### src/common/twsc_defs.vh
`ifndef TWSC_DEFS_VH
`define TWSC_DEFS_VH
// ---------------------------------------------------------------
// register map
// ---------------------------------------------------------------
`define TWSC_ADDR_CTRL 12'h000
`define TWSC_ADDR_STAT 12'h004
`define TWSC_ADDR_LAST 12'h008
`define TWSC_CTRL_RST 32'h0000_0002
`define TWSC_MODE_LSB 0
`define TWSC_MODE_MSB 1
`define TWSC_TAG2K_BIT 2
`define TWSC_CONF_BIT 3
`define TWSC_MODE_CONT 2'h0
`define TWSC_MODE_TRIG 2'h2
// ---------------------------------------------------------------
// characters
// ---------------------------------------------------------------
`define TWSC_CH_W 8'h57
`define TWSC_CH_D 8'h44
`define TWSC_CH_SP 8'h20
`define TWSC_CH_CR 8'h0d
`define TWSC_CH_0 8'h30
`define TWSC_CH_9 8'h39
`define TWSC_CH_UA 8'h41
`define TWSC_CH_UF 8'h46
`define TWSC_CH_LA 8'h61
`define TWSC_CH_LF 8'h66
`define TWSC_CH_X 8'h58
`define TWSC_CH_C 8'h43
`define TWSC_CH_K 8'h4b
`define TWSC_CH_N 8'h4e
`define TWSC_CH_O 8'h4f
`define TWSC_CH_T 8'h54
// ---------------------------------------------------------------
// block limits, reply kinds, tag write results
// ---------------------------------------------------------------
`define TWSC_BLK1K_MIN 7'h03
`define TWSC_BLK1K_MAX 7'h1f
`define TWSC_BLK2K_MIN 7'h10
`define TWSC_BLK2K_MAX 7'h3f
`define TWSC_BLK_CAP 7'h63
`define TWSC_HEX_CHARS 4'h8
`define TWSC_MSG_ACK 3'h0
`define TWSC_MSG_NAK 3'h1
`define TWSC_MSG_NOT 3'h2
`define TWSC_MSG_ID 3'h3
`define TWSC_MSG_EMPTY 3'h4
`define TWSC_LEN_SHORT 4'h3
`define TWSC_LEN_LONG 4'h8
`define TWSC_WR_OK 2'h0
`define TWSC_WR_FAIL 2'h1
`define TWSC_WR_UNREAD 2'h2
// ---------------------------------------------------------------
// timing
// ---------------------------------------------------------------
`define TWSC_CLK_NS 10
`define TWSC_SCAN_GAP_NS 10000000
`define TWSC_SCAN_GAP_CYC (`TWSC_SCAN_GAP_NS / `TWSC_CLK_NS)
`endif

### src/hw/twsc_top.v
// Functional notes
// - tag memory is 32-bit blocks; one block written per command.
// - a space separates block number and data; parser splits there.
// - every write attempt returns three characters plus CR.
// - acknowledge on success, refusal on failed write.
// - reply NOT when tag answer after write is undecodable.
// - success lamp after good write, failure lamp otherwise.
// - blocks 3..31 for 1 kbit tags, 16..63 for 2 kbit tags.
// - continuous mode keeps the excitation field on all the time.
// - continuous mode starts read cycles periodically by itself.
// - after each scan cycle send tag number or empty-read code; with confirm on, an unconfirmed read sends nothing.
// - mode select value 0 chooses continuous mode.
// - continuous mode reads only the tag serial number.
// - confirm on: report a tag only after two matching reads.
// - continuous mode lights success or failure lamp per reported read; an unconfirmed read with confirm on leaves both lamps.
// - writes accepted in every mode except continuous (0); field off when idle.
`include "twsc_defs.vh"
module twsc_top #(
  parameter SCAN_GAP_CYC = `TWSC_SCAN_GAP_CYC
) (
  input wire pclk,
  input wire presetn,
  input wire psel,
  input wire penable,
  input wire pwrite,
  input wire [11:0] paddr,
  input wire [31:0] pwdata,
  output reg [31:0] prdata,
  output reg pready,
  output reg pslverr,
  input wire rx_valid,
  input wire [7:0] rx_data,
  output reg tx_valid,
  output reg [7:0] tx_data,
  input wire tx_ready,
  output reg field_on,
  output reg tag_wr_req,
  output reg [5:0] tag_wr_block,
  output reg [31:0] tag_wr_data,
  input wire tag_wr_done,
  input wire [1:0] tag_wr_result,
  output reg tag_rd_start,
  input wire tag_rd_done,
  input wire tag_rd_ok,
  input wire [31:0] tag_rd_id,
  output reg success_lamp,
  output reg failure_lamp
);
  localparam [3:0] S_IDLE = 4'b0001;
  localparam [3:0] S_WRITE = 4'b0010;
  localparam [3:0] S_SCAN = 4'b0100;
  localparam [3:0] S_SEND = 4'b1000;
  localparam [2:0] P_W = 3'h0;
  localparam [2:0] P_D = 3'h1;
  localparam [2:0] P_SP = 3'h2;
  localparam [2:0] P_BLK = 3'h3;
  localparam [2:0] P_HEX = 3'h4;

  // ---------------------------------------------------------------
  // character helpers
  // ---------------------------------------------------------------
  function is_hex;
    input [7:0] c;
    begin
      is_hex = (c >= `TWSC_CH_0 && c <= `TWSC_CH_9) ||
        (c >= `TWSC_CH_UA && c <= `TWSC_CH_UF) ||
        (c >= `TWSC_CH_LA && c <= `TWSC_CH_LF);
    end
  endfunction
  function [3:0] hex_val;
    input [7:0] c;
    reg [7:0] t;
    begin
      t = 8'h00;
      if (c <= `TWSC_CH_9)
        t = c - `TWSC_CH_0;
      else if (c <= `TWSC_CH_UF)
        t = c - `TWSC_CH_UA + 8'h0a;
      else
        t = c - `TWSC_CH_LA + 8'h0a;
      hex_val = t[3:0];
    end
  endfunction

  function [7:0] nib_char;
    input [3:0] n;
    begin
      if (n < 4'ha)
        nib_char = `TWSC_CH_0 + {4'h0, n};
      else
        nib_char = `TWSC_CH_UA + {4'h0, n} - 8'h0a;
    end
  endfunction

  function [7:0] msg_char;
    input [2:0] kind;
    input [3:0] idx;
    input [31:0] id;
    reg [31:0] sh;
    begin
      sh = id << {idx, 2'b00};
      msg_char = `TWSC_CH_CR;
      case (kind)
        `TWSC_MSG_ACK:
          if (idx == 4'h0) msg_char = `TWSC_CH_UA;
          else if (idx == 4'h1) msg_char = `TWSC_CH_C;
          else if (idx == 4'h2) msg_char = `TWSC_CH_K;
        `TWSC_MSG_NAK:
          if (idx == 4'h0) msg_char = `TWSC_CH_N;
          else if (idx == 4'h1) msg_char = `TWSC_CH_UA;
          else if (idx == 4'h2) msg_char = `TWSC_CH_K;
        `TWSC_MSG_NOT:
          if (idx == 4'h0) msg_char = `TWSC_CH_N;
          else if (idx == 4'h1) msg_char = `TWSC_CH_O;
          else if (idx == 4'h2) msg_char = `TWSC_CH_T;
        `TWSC_MSG_ID:
          if (idx < `TWSC_LEN_LONG) msg_char = nib_char(sh[31:28]);
        default:
          if (idx < `TWSC_LEN_LONG) msg_char = `TWSC_CH_X;
      endcase
    end
  endfunction

  // ---------------------------------------------------------------
  // state
  // ---------------------------------------------------------------
  reg [31:0] ctrl_reg, data_reg, id_reg, prev_id_reg, gap_reg;
  reg [3:0] state_reg, ndig_reg, nhex_reg, idx_reg;
  reg [2:0] phase_reg, msg_reg;
  reg perr_reg, prev_ok_reg;
  reg [6:0] blk_reg;
  reg [1:0] last_res_reg;
  wire [1:0] mode = ctrl_reg[`TWSC_MODE_MSB:`TWSC_MODE_LSB];
  wire cont = (mode == `TWSC_MODE_CONT);
  wire tag2k = ctrl_reg[`TWSC_TAG2K_BIT];
  wire confirm = ctrl_reg[`TWSC_CONF_BIT];
  wire [6:0] blk_min = tag2k ? `TWSC_BLK2K_MIN : `TWSC_BLK1K_MIN;
  wire [6:0] blk_max = tag2k ? `TWSC_BLK2K_MAX : `TWSC_BLK1K_MAX;
  wire blk_ok = (blk_reg >= blk_min) && (blk_reg <= blk_max);
  wire is_dig = (rx_data >= `TWSC_CH_0) && (rx_data <= `TWSC_CH_9);
  wire [6:0] dig = {3'h0, rx_data[3:0]};
  wire [10:0] blk_mul = {4'h0, blk_reg} * 11'h00a + {4'h0, dig};
  wire cmd_good = !perr_reg && phase_reg == P_HEX &&
    nhex_reg == `TWSC_HEX_CHARS && blk_ok && !cont;
  wire msg_last = (msg_reg <= `TWSC_MSG_NOT) ?
    (idx_reg == `TWSC_LEN_SHORT) : (idx_reg == `TWSC_LEN_LONG);
  wire gap_done = (gap_reg >= SCAN_GAP_CYC - 1);
  // ---------------------------------------------------------------
  // apb slave: one wait state, reads answered from flops
  // ---------------------------------------------------------------
  wire acc = psel && penable;
  wire hit_ctrl = (paddr == `TWSC_ADDR_CTRL);
  wire hit_stat = (paddr == `TWSC_ADDR_STAT);
  wire hit_last = (paddr == `TWSC_ADDR_LAST);
  wire hit = hit_ctrl || hit_stat || hit_last;
  wire [31:0] rd_mux = hit_ctrl ? ctrl_reg :
    hit_stat ? {22'h0, last_res_reg, failure_lamp, success_lamp,
      field_on, state_reg, cont} : hit_last ? id_reg : 32'h0;
  always @(posedge pclk or negedge presetn) begin
    if (!presetn) begin
      pready <= 1'b0;
      pslverr <= 1'b0;
      prdata <= 32'h0;
      ctrl_reg <= `TWSC_CTRL_RST;
    end else begin
      pready <= acc && !pready;
      pslverr <= acc && !pready && !hit;
      if (acc && !pready)
        prdata <= pwrite ? 32'h0 : rd_mux;
      if (acc && pready && pwrite && hit_ctrl)
        ctrl_reg <= {28'h0, pwdata[3:0]};
    end
  end
  // ---------------------------------------------------------------
  // command parser, scan loop and reply sender
  // ---------------------------------------------------------------
  always @(posedge pclk or negedge presetn) begin
    if (!presetn) begin
      state_reg <= S_IDLE;
      phase_reg <= P_W;
      perr_reg <= 1'b0;
      blk_reg <= 7'h0;
      ndig_reg <= 4'h0;
      nhex_reg <= 4'h0;
      data_reg <= 32'h0;
      msg_reg <= `TWSC_MSG_NAK;
      idx_reg <= 4'h0;
      id_reg <= 32'h0;
      prev_id_reg <= 32'h0;
      prev_ok_reg <= 1'b0;
      gap_reg <= 32'h0;
      last_res_reg <= 2'h0;
      tx_valid <= 1'b0;
      tx_data <= 8'h0;
      field_on <= 1'b0;
      tag_wr_req <= 1'b0;
      tag_wr_block <= 6'h0;
      tag_wr_data <= 32'h0;
      tag_rd_start <= 1'b0;
      success_lamp <= 1'b0;
      failure_lamp <= 1'b0;
    end else begin
      tag_wr_req <= 1'b0;
      tag_rd_start <= 1'b0;
      case (state_reg)
        S_IDLE: begin
          field_on <= cont;
          if (!cont)
            prev_ok_reg <= 1'b0;
          if (cont && gap_done) begin
            gap_reg <= 32'h0;
            tag_rd_start <= 1'b1;
            state_reg <= S_SCAN;
          end else if (cont) begin
            gap_reg <= gap_reg + 32'h1;
          end
          if (rx_valid && rx_data == `TWSC_CH_CR) begin
            phase_reg <= P_W;
            perr_reg <= 1'b0;
            blk_reg <= 7'h0;
            ndig_reg <= 4'h0;
            nhex_reg <= 4'h0;
            if (phase_reg != P_W || perr_reg) begin
              idx_reg <= 4'h0;
              state_reg <= S_SEND;
              if (cmd_good) begin
                tag_wr_req <= 1'b1;
                tag_wr_block <= blk_reg[5:0];
                tag_wr_data <= data_reg;
                field_on <= 1'b1;
                state_reg <= S_WRITE;
              end else begin
                msg_reg <= `TWSC_MSG_NAK;
                success_lamp <= 1'b0;
                failure_lamp <= 1'b1;
              end
            end
          end else if (rx_valid) begin
            case (phase_reg)
              P_W: begin
                phase_reg <= P_D;
                perr_reg <= rx_data != `TWSC_CH_W;
              end
              P_D: begin
                phase_reg <= P_SP;
                perr_reg <= perr_reg || rx_data != `TWSC_CH_D;
              end
              P_SP: begin
                phase_reg <= P_BLK;
                perr_reg <= perr_reg || rx_data != `TWSC_CH_SP;
              end
              P_BLK: begin
                if (rx_data == `TWSC_CH_SP) begin
                  phase_reg <= P_HEX;
                  perr_reg <= perr_reg || ndig_reg == 4'h0;
                end else if (is_dig && ndig_reg < 4'h2) begin
                  blk_reg <= blk_mul[6:0];
                  ndig_reg <= ndig_reg + 4'h1;
                end else begin
                  perr_reg <= 1'b1;
                end
              end
              default: begin
                if (is_hex(rx_data) && nhex_reg < `TWSC_HEX_CHARS) begin
                  data_reg <= {data_reg[27:0], hex_val(rx_data)};
                  nhex_reg <= nhex_reg + 4'h1;
                end else begin
                  perr_reg <= 1'b1;
                end
              end
            endcase
          end
        end
        S_WRITE: begin
          if (tag_wr_done) begin
            field_on <= cont;
            last_res_reg <= tag_wr_result;
            success_lamp <= tag_wr_result == `TWSC_WR_OK;
            failure_lamp <= tag_wr_result != `TWSC_WR_OK;
            if (tag_wr_result == `TWSC_WR_OK)
              msg_reg <= `TWSC_MSG_ACK;
            else if (tag_wr_result == `TWSC_WR_UNREAD)
              msg_reg <= `TWSC_MSG_NOT;
            else
              msg_reg <= `TWSC_MSG_NAK;
            state_reg <= S_SEND;
          end
        end
        S_SCAN: begin
          field_on <= 1'b1;
          if (tag_rd_done) begin
            if (!tag_rd_ok) begin
              prev_ok_reg <= 1'b0;
              msg_reg <= `TWSC_MSG_EMPTY;
              success_lamp <= 1'b0;
              failure_lamp <= 1'b1;
              state_reg <= S_SEND;
            end else if (confirm &&
                !(prev_ok_reg && prev_id_reg == tag_rd_id)) begin
              prev_ok_reg <= 1'b1;
              prev_id_reg <= tag_rd_id;
              state_reg <= S_IDLE;
            end else begin
              prev_ok_reg <= 1'b0;
              prev_id_reg <= tag_rd_id;
              id_reg <= tag_rd_id;
              msg_reg <= `TWSC_MSG_ID;
              success_lamp <= 1'b1;
              failure_lamp <= 1'b0;
              state_reg <= S_SEND;
            end
            idx_reg <= 4'h0;
          end
        end
        S_SEND: begin
          if (!tx_valid) begin
            tx_valid <= 1'b1;
            tx_data <= msg_char(msg_reg, idx_reg, id_reg);
          end else if (tx_ready) begin
            tx_valid <= 1'b0;
            idx_reg <= idx_reg + 4'h1;
            if (msg_last)
              state_reg <= S_IDLE;
          end
        end
        default: state_reg <= S_IDLE;
      endcase
    end
  end
endmodule // twsc_top

### config.mk
export PLATFORM = sky130hd
export DESIGN_NAME = twsc_top
export DESIGN_NICKNAME = d
export VERILOG_FILES = /design/src/hw/twsc_top.v
export VERILOG_INCLUDE_DIRS = /design/src /design/src/common
export SDC_FILE = /design/constraint.sdc
export NUM_CORES = 1
export LEC_CHECK = 0
export ABC_AREA = 0
export BUFFER_PORTS_ARGS = -buffer_cell sky130_fd_sc_hd__clkbuf_2
export CORE_ASPECT_RATIO = 1.25
export CORE_UTILIZATION = 35
export DETAILED_ROUTE_END_ITERATION = 6
export PLACE_DENSITY = 0.64
export SLEW_MARGIN = 10
export SYNTH_ARGS = -nofsm -noshare
export SYNTH_HDL_FRONTEND = slang
export SYNTH_SLANG_ARGS = --single-unit
export TNS_END_PERCENT = 1
### constraint.sdc
create_clock -name pclk -period 4.5 [get_ports pclk]
set_input_delay 0.225 -clock pclk [delete_from_list [all_inputs] [get_ports pclk]]
set_output_delay 0.225 -clock pclk [all_outputs]
set_load 0.05 [all_outputs]
# After elaboration in Yosys (flattened, before gate mapping)
# Cells that the tools add are included.
[word_totals]
elab_cells = 277
regBits = 251
out_inout_bits = 86
input_bits = 96
[classes]
n_lt_le_gt_ge = 14
n_reduce_logical = 68
n_mul = 1
addsub = 13
shifts = 1
n_eq_ne = 40
n_bitwise = 4
mux = 109
[ops]
columns = ["op", "n"]
rows = [
  ["32-bit two-way mux", 6],
  ["4-bit two-way mux", 27],
  ["7-bit two-way mux", 12],
  ["1-bit two-way mux", 36],
  ["32-bit by 1-bit adder with 32-bit output, second input constant", 1],
  ["32-bit == test", 1],
  ["32-bit by 20-bit >= comparator with 1-bit output, second input constant", 1],
  ["8-bit two-way mux", 4],
  ["8-bit case mux with 4 select lines", 1],
  ["32-bit by 6-bit left shift with 32-bit output", 1],
  ["3-bit two-way mux", 10],
  ["1-bit logical AND", 20],
  ["2-bit inequality test, second input constant", 10],
  ["4-bit AND reduction", 5],
  ["8-bit by 7-bit >= comparator with 1-bit output, second input constant", 2],
  ["8-bit by 7-bit less-or-equal comparator with 1-bit output, second input constant", 2],
  ["8-bit by 7-bit inequality test with 1-bit output, second input constant", 2],
  ["4-bit case mux with 4 select lines", 1],
  ["5-bit AND reduction", 3],
  ["2-bit nonzero test", 7],
  ["4-bit by 1-bit adder with 4-bit output, second input constant", 3],
  ["12-bit by 3-bit == test with 1-bit output, second input constant", 1],
  ["12-bit by 4-bit == test with 1-bit output, second input constant", 1],
  ["3-bit by 2-bit == test with 1-bit output, second input constant", 4],
  ["51 further kinds", 89],
]

# Logic depth before layout (Yosys ltp)
[depth]
ltp_word = 9
depth_mapped = 10
ltp_nobuf = 8

# Worst setup path after synthesis
# Ideal clock, no wire load.
[synth_path]
kind = "reg-to-reg"
startpoint = "reg state_reg[0]"
endpoint = "reg gap_reg[19]"
path_buffers = 1
setup_ps = 70
slack_ps = 2038
path_stages_with_launch = 8
t_arrival_ps = 2392
required_time_ps = 4430
path_cell_list = "dfstp_2 -> buf_2 -> or4b_4 -> or4_4 -> nor3_4 -> and2_4 -> a41oi_2 -> nor2_2"
[synth_between]
elab_chain_len = 2
[synth_lines]
columns = ["element", "line_no", "rtl"]
rows = [
  ["from (decl)", "twsc_top.v:128", "reg [3:0] state_reg, ndig_reg, nhex_reg, idx_reg;"],
  ["from (signal assigned)", "twsc_top.v:179", "state_reg <= S_IDLE;"],
  ["from (signal assigned)", "twsc_top.v:213", "state_reg <= S_SCAN;"],
  ["from (signal assigned)", "twsc_top.v:225", "state_reg <= S_SEND;"],
  ["4-bit by 1-bit == test with 1-bit output", "twsc_top.v:205", "case (state_reg)"],
  ["2-bit AND reduction (no line)", "--", ""],
  ["to (signal assigned)", "twsc_top.v:215", "gap_reg <= gap_reg + 32'h1;"],
  ["to (decl)", "twsc_top.v:127", "reg [31:0] ctrl_reg, data_reg, id_reg, prev_id_reg, gap_reg;"],
]
# Every way passes these cells.
# A chain may end at the register's enable or synchronous reset.

# Final worst setup path
[layout_path]
startpoint = "reg state_reg[2]"
endpoint = "reg id_reg[3]"
[layout_between]
elab_chain_len = 2
[layout_lines]
columns = ["element", "line_no", "rtl"]
rows = [
  ["4-bit by 3-bit == test with 1-bit output", "twsc_top.v:205", ""],
  ["4-bit AND reduction (no line)", "--", ""],
  ["to (signal assigned)", "twsc_top.v:306", "id_reg <= tag_rd_id;"],
  ["to (decl)", "twsc_top.v:127", ""],
]
# Every way passes these cells.

==> impl_results.md <==
* Placed Cells at 1552
* Crit Path Max Fanout at 34
* Router iterations before antenna repair at 7
* Worst setup startpoint: state_reg[2]
* Ant diodes at 0
* Clock latency at the later pin of the worst-skew pair at ~530 ps
* Fraction of registers with async set/reset at between 90% and 100%
* I/O Buffers at 152
* Critical path arrival at 3550 ps
* Hold path startpoint: tag_rd_id[22]
* Dpl hpwl at 21140 um
* Yosys top cell area share at 52.02%
* Num CTS Buffers at 26
* H-tree levels at 1
* Hold Crit Depth at 2
* Slew @ Worst Pin at 1122 ps
* Num Clock Sinks at 250
* Crit. End Element: register
* GRT Overall Usage at 16.94%
* Worst R2R Start: state_reg[2]
* Initial antenna violation count at 0
* Hold-fix buffers at CTS at 16
* Avg Synthesized Cell Area at 11.78 sq um
* Cell area after layout at 0.01409 sq mm
* Rel. slew slack at 24.84%
* Die Y at 208.0 um
* I/O Pins at between 150 and 200
* Sequential area share after synthesis at 52.68%
* Via count at about 8500
* Synth Register Bits at 250
* Post-CTS Setup Bufs at 0
* Most used cell, CP: buf_4
* Fmax at approximately 320 MHz
* Area occupied by multi-input gates at 0.005334 sq mm
* Cell area after synthesis at 0.01188 sq mm
* Leak at between 6 and 7 nW
* Finished Layout Cells at 1613
* Placed cell area at 0.01309 sq mm
* Die Area at 0.03470 sq mm
* R2R setup slack at 1360 ps
* Largest net degree at the start of global routing at between 100 and 150
* NumNets Final at approximately 1300
* PwrDens at 411.3 mW/mm^2
* Hold slack at roughly 9 ps
* Setup total negative slack at 0 ps
* Slowest-stage cell, CP: dfrtp_1
* CTS resizes at 0
* Clock buffer depth at 3
* CP Class: reg -> reg
* Root Driver: clkbuf_16
* Top-count cell post-synth: dfrtp_1
* CTS tree: yes
* Gpl congestion at 0.8211
* Worst EP required at a little under 5000 ps
* Vias in the first global route at ~8700
* Clock Skews at ~11 ps
* Area contributors post-synth: dfrtp_1 (52%), mux2_2 (13%), xnor2_1 (3.2%)
* Synth Instances at 1009
* Commonest cells in the netlist: dfrtp_1 (247), mux2_2 (133), nor2_1 (66)
* Setup violators final at 0
* Post-synth top flop: dfrtp_1
* Outcome: complete, no violations
* Wirelength per Cell at 18.01 um
* WL final at 29040 um
* Post-synth EDFFs at 0
* Std cell rows at 75
* Area delta synth->final at 18.62%
* Worst setup SP type: register
* Synth Warn # at 0
* Placeable Area at 0.03350 sq mm
* ANT nets after route at 0
* Die Wd at 166.8 um
* Maxcap violations at 0
* Total grt overflow at 0
* Max Slew Vio Count at 0
* Global-route wire length before repair at between 40000 and 50000 um
* Storage element area at ~0.0063 sq mm
* Worst-path clk slew at 60 ps
* Crit path time final at approximately 3100 ps
* R2R cell count at 8
* Final Hold Fails at 0
* VDD IR max at 275.8 uV
* Drt initial violations at 349
* Critical Path Max Stage Delay at 590 ps
* Period utilization at 69.72%
* Cell taking the most area after synthesis: dfrtp_1
* FILL cells at roughly 3100
* Initial Util at 35.47%
* Layout cell share with drive strength beyond 1 at 30.59%
* Synth cell types at 81
* CP Cell Sequence: nor4b_2, buf_4, and2_0, nand2_1, buf_4, nor2_2, buf_4, mux2_2
* Syn Nets at 1132
* RSZ-0062 raised after global routing: no
* DR vias/cell at 5.259
* Hold WC Path Type: in -> reg
* Worst r2r dst: id_reg[3]
* WHS Endpoint: prev_id_reg[22]
* Drc violations at 0
kinds of logic (layout without fill, tap and decap cells):
family	after synthesis	in the layout	synth area share (%)
compound gates	175	175	10.11
xor+xnor	55	55	4.054
fa+ha+maj	27	27	2.969
buf+inv	72	253	2.517
flops	250	250	52.68
mux	151	151	14.97
other cells	1	1	0.03156
simple gates	278	278	12.67
stage by stage:
stage | total power [W] | util [%] | worst slack [ps]
finish | 0.005798 | 42.07 | 1362
global route | 0.006073 | 42.07 | 1134
CTS | 0.005855 | 42.07 | 1424
detailed placement | 0.003699 | 39.09 | 1433
global placement | 0.003673 | 39.09 | 1479
floorplan | 0.003339 | - | 2038
report_power, final:
| part | internal [W] | leakage [nW] | switching [W] | total (W) |
|---|---|---|---|---|
| combinational | 0.000426 | 2.95 | 0.000684 | 0.00111 |
| clock | 0.00125 | 0.407 | 0.000874 | 0.00213 |
| sequential | 0.00237 | 3.40 | 0.000186 | 0.00256 |
| total | 0.00405 | 6.76 | 0.00174 | 0.00580 |
worst max-delay path: cells and delay by family, from the launching register on:
kind                   cells  cell delay, ps
AND/OR/NAND/NOR            4            1120
flip-flops                 1             590
buffers and inverters      3             890
multiplexers               1             380
how the worst max path moves through the flow:
stage / endpoint / slack (ps)
after global placement: id_reg[9] / 1480
after detailed placement: id_reg[3] / 1430
final: id_reg[3] / 1360
after global routing: gap_reg[25] / 1130
after CTS: id_reg[3] / 1420
after floorplan: gap_reg[19] / 2040
cell type report:
cell class                 count  area share (%)
sequential                   250           44.41
inverter                      30          0.7989
timing repair buffer         178           7.226
clock inverter                 3          0.3462
tap                          423           3.755
clock buffer                  42           5.619
multi-input combinational    687           37.84
layer usage:
| metal | global-route usage (%) | up-vias | share of wire (%) |
|---|---|---|---|
| met1 | 21.76 | 4201 | 43 |
| met4 | 5.811 | 0 | 3.1 |
| met2 | 28.44 | 225 | 48 |
| met3 | 3.386 | 53 | 5.7 |
| li1 | - | 4003 | - |
| met5 | 0 | - | 0 |
cell usage in the layout, fill, tap and decap left out, types with 7 or more instances in the layout:
cell type	count
and4_1	7
nor4_1	10
a22o_1	30
nand2_1	62
a22oi_1	9
clkbuf_1	9
buf_4	9
inv_1	30
nor2_1	65
nor3_1	11
nand2b_1	15
mux4_2	8
nor2b_1	9
dlygate4sd3_1	16
a21oi_1	32
xnor2_1	43
o21ai_0	42
clkbuf_2	151
nand4_1	19
clkbuf_16	27
mux2_2	133
xor2_1	12
mux2i_1	9
dfrtp_1	247
a31oi_1	12
ha_1	25
nand3_1	21
(Power assumes the default switching activity.)
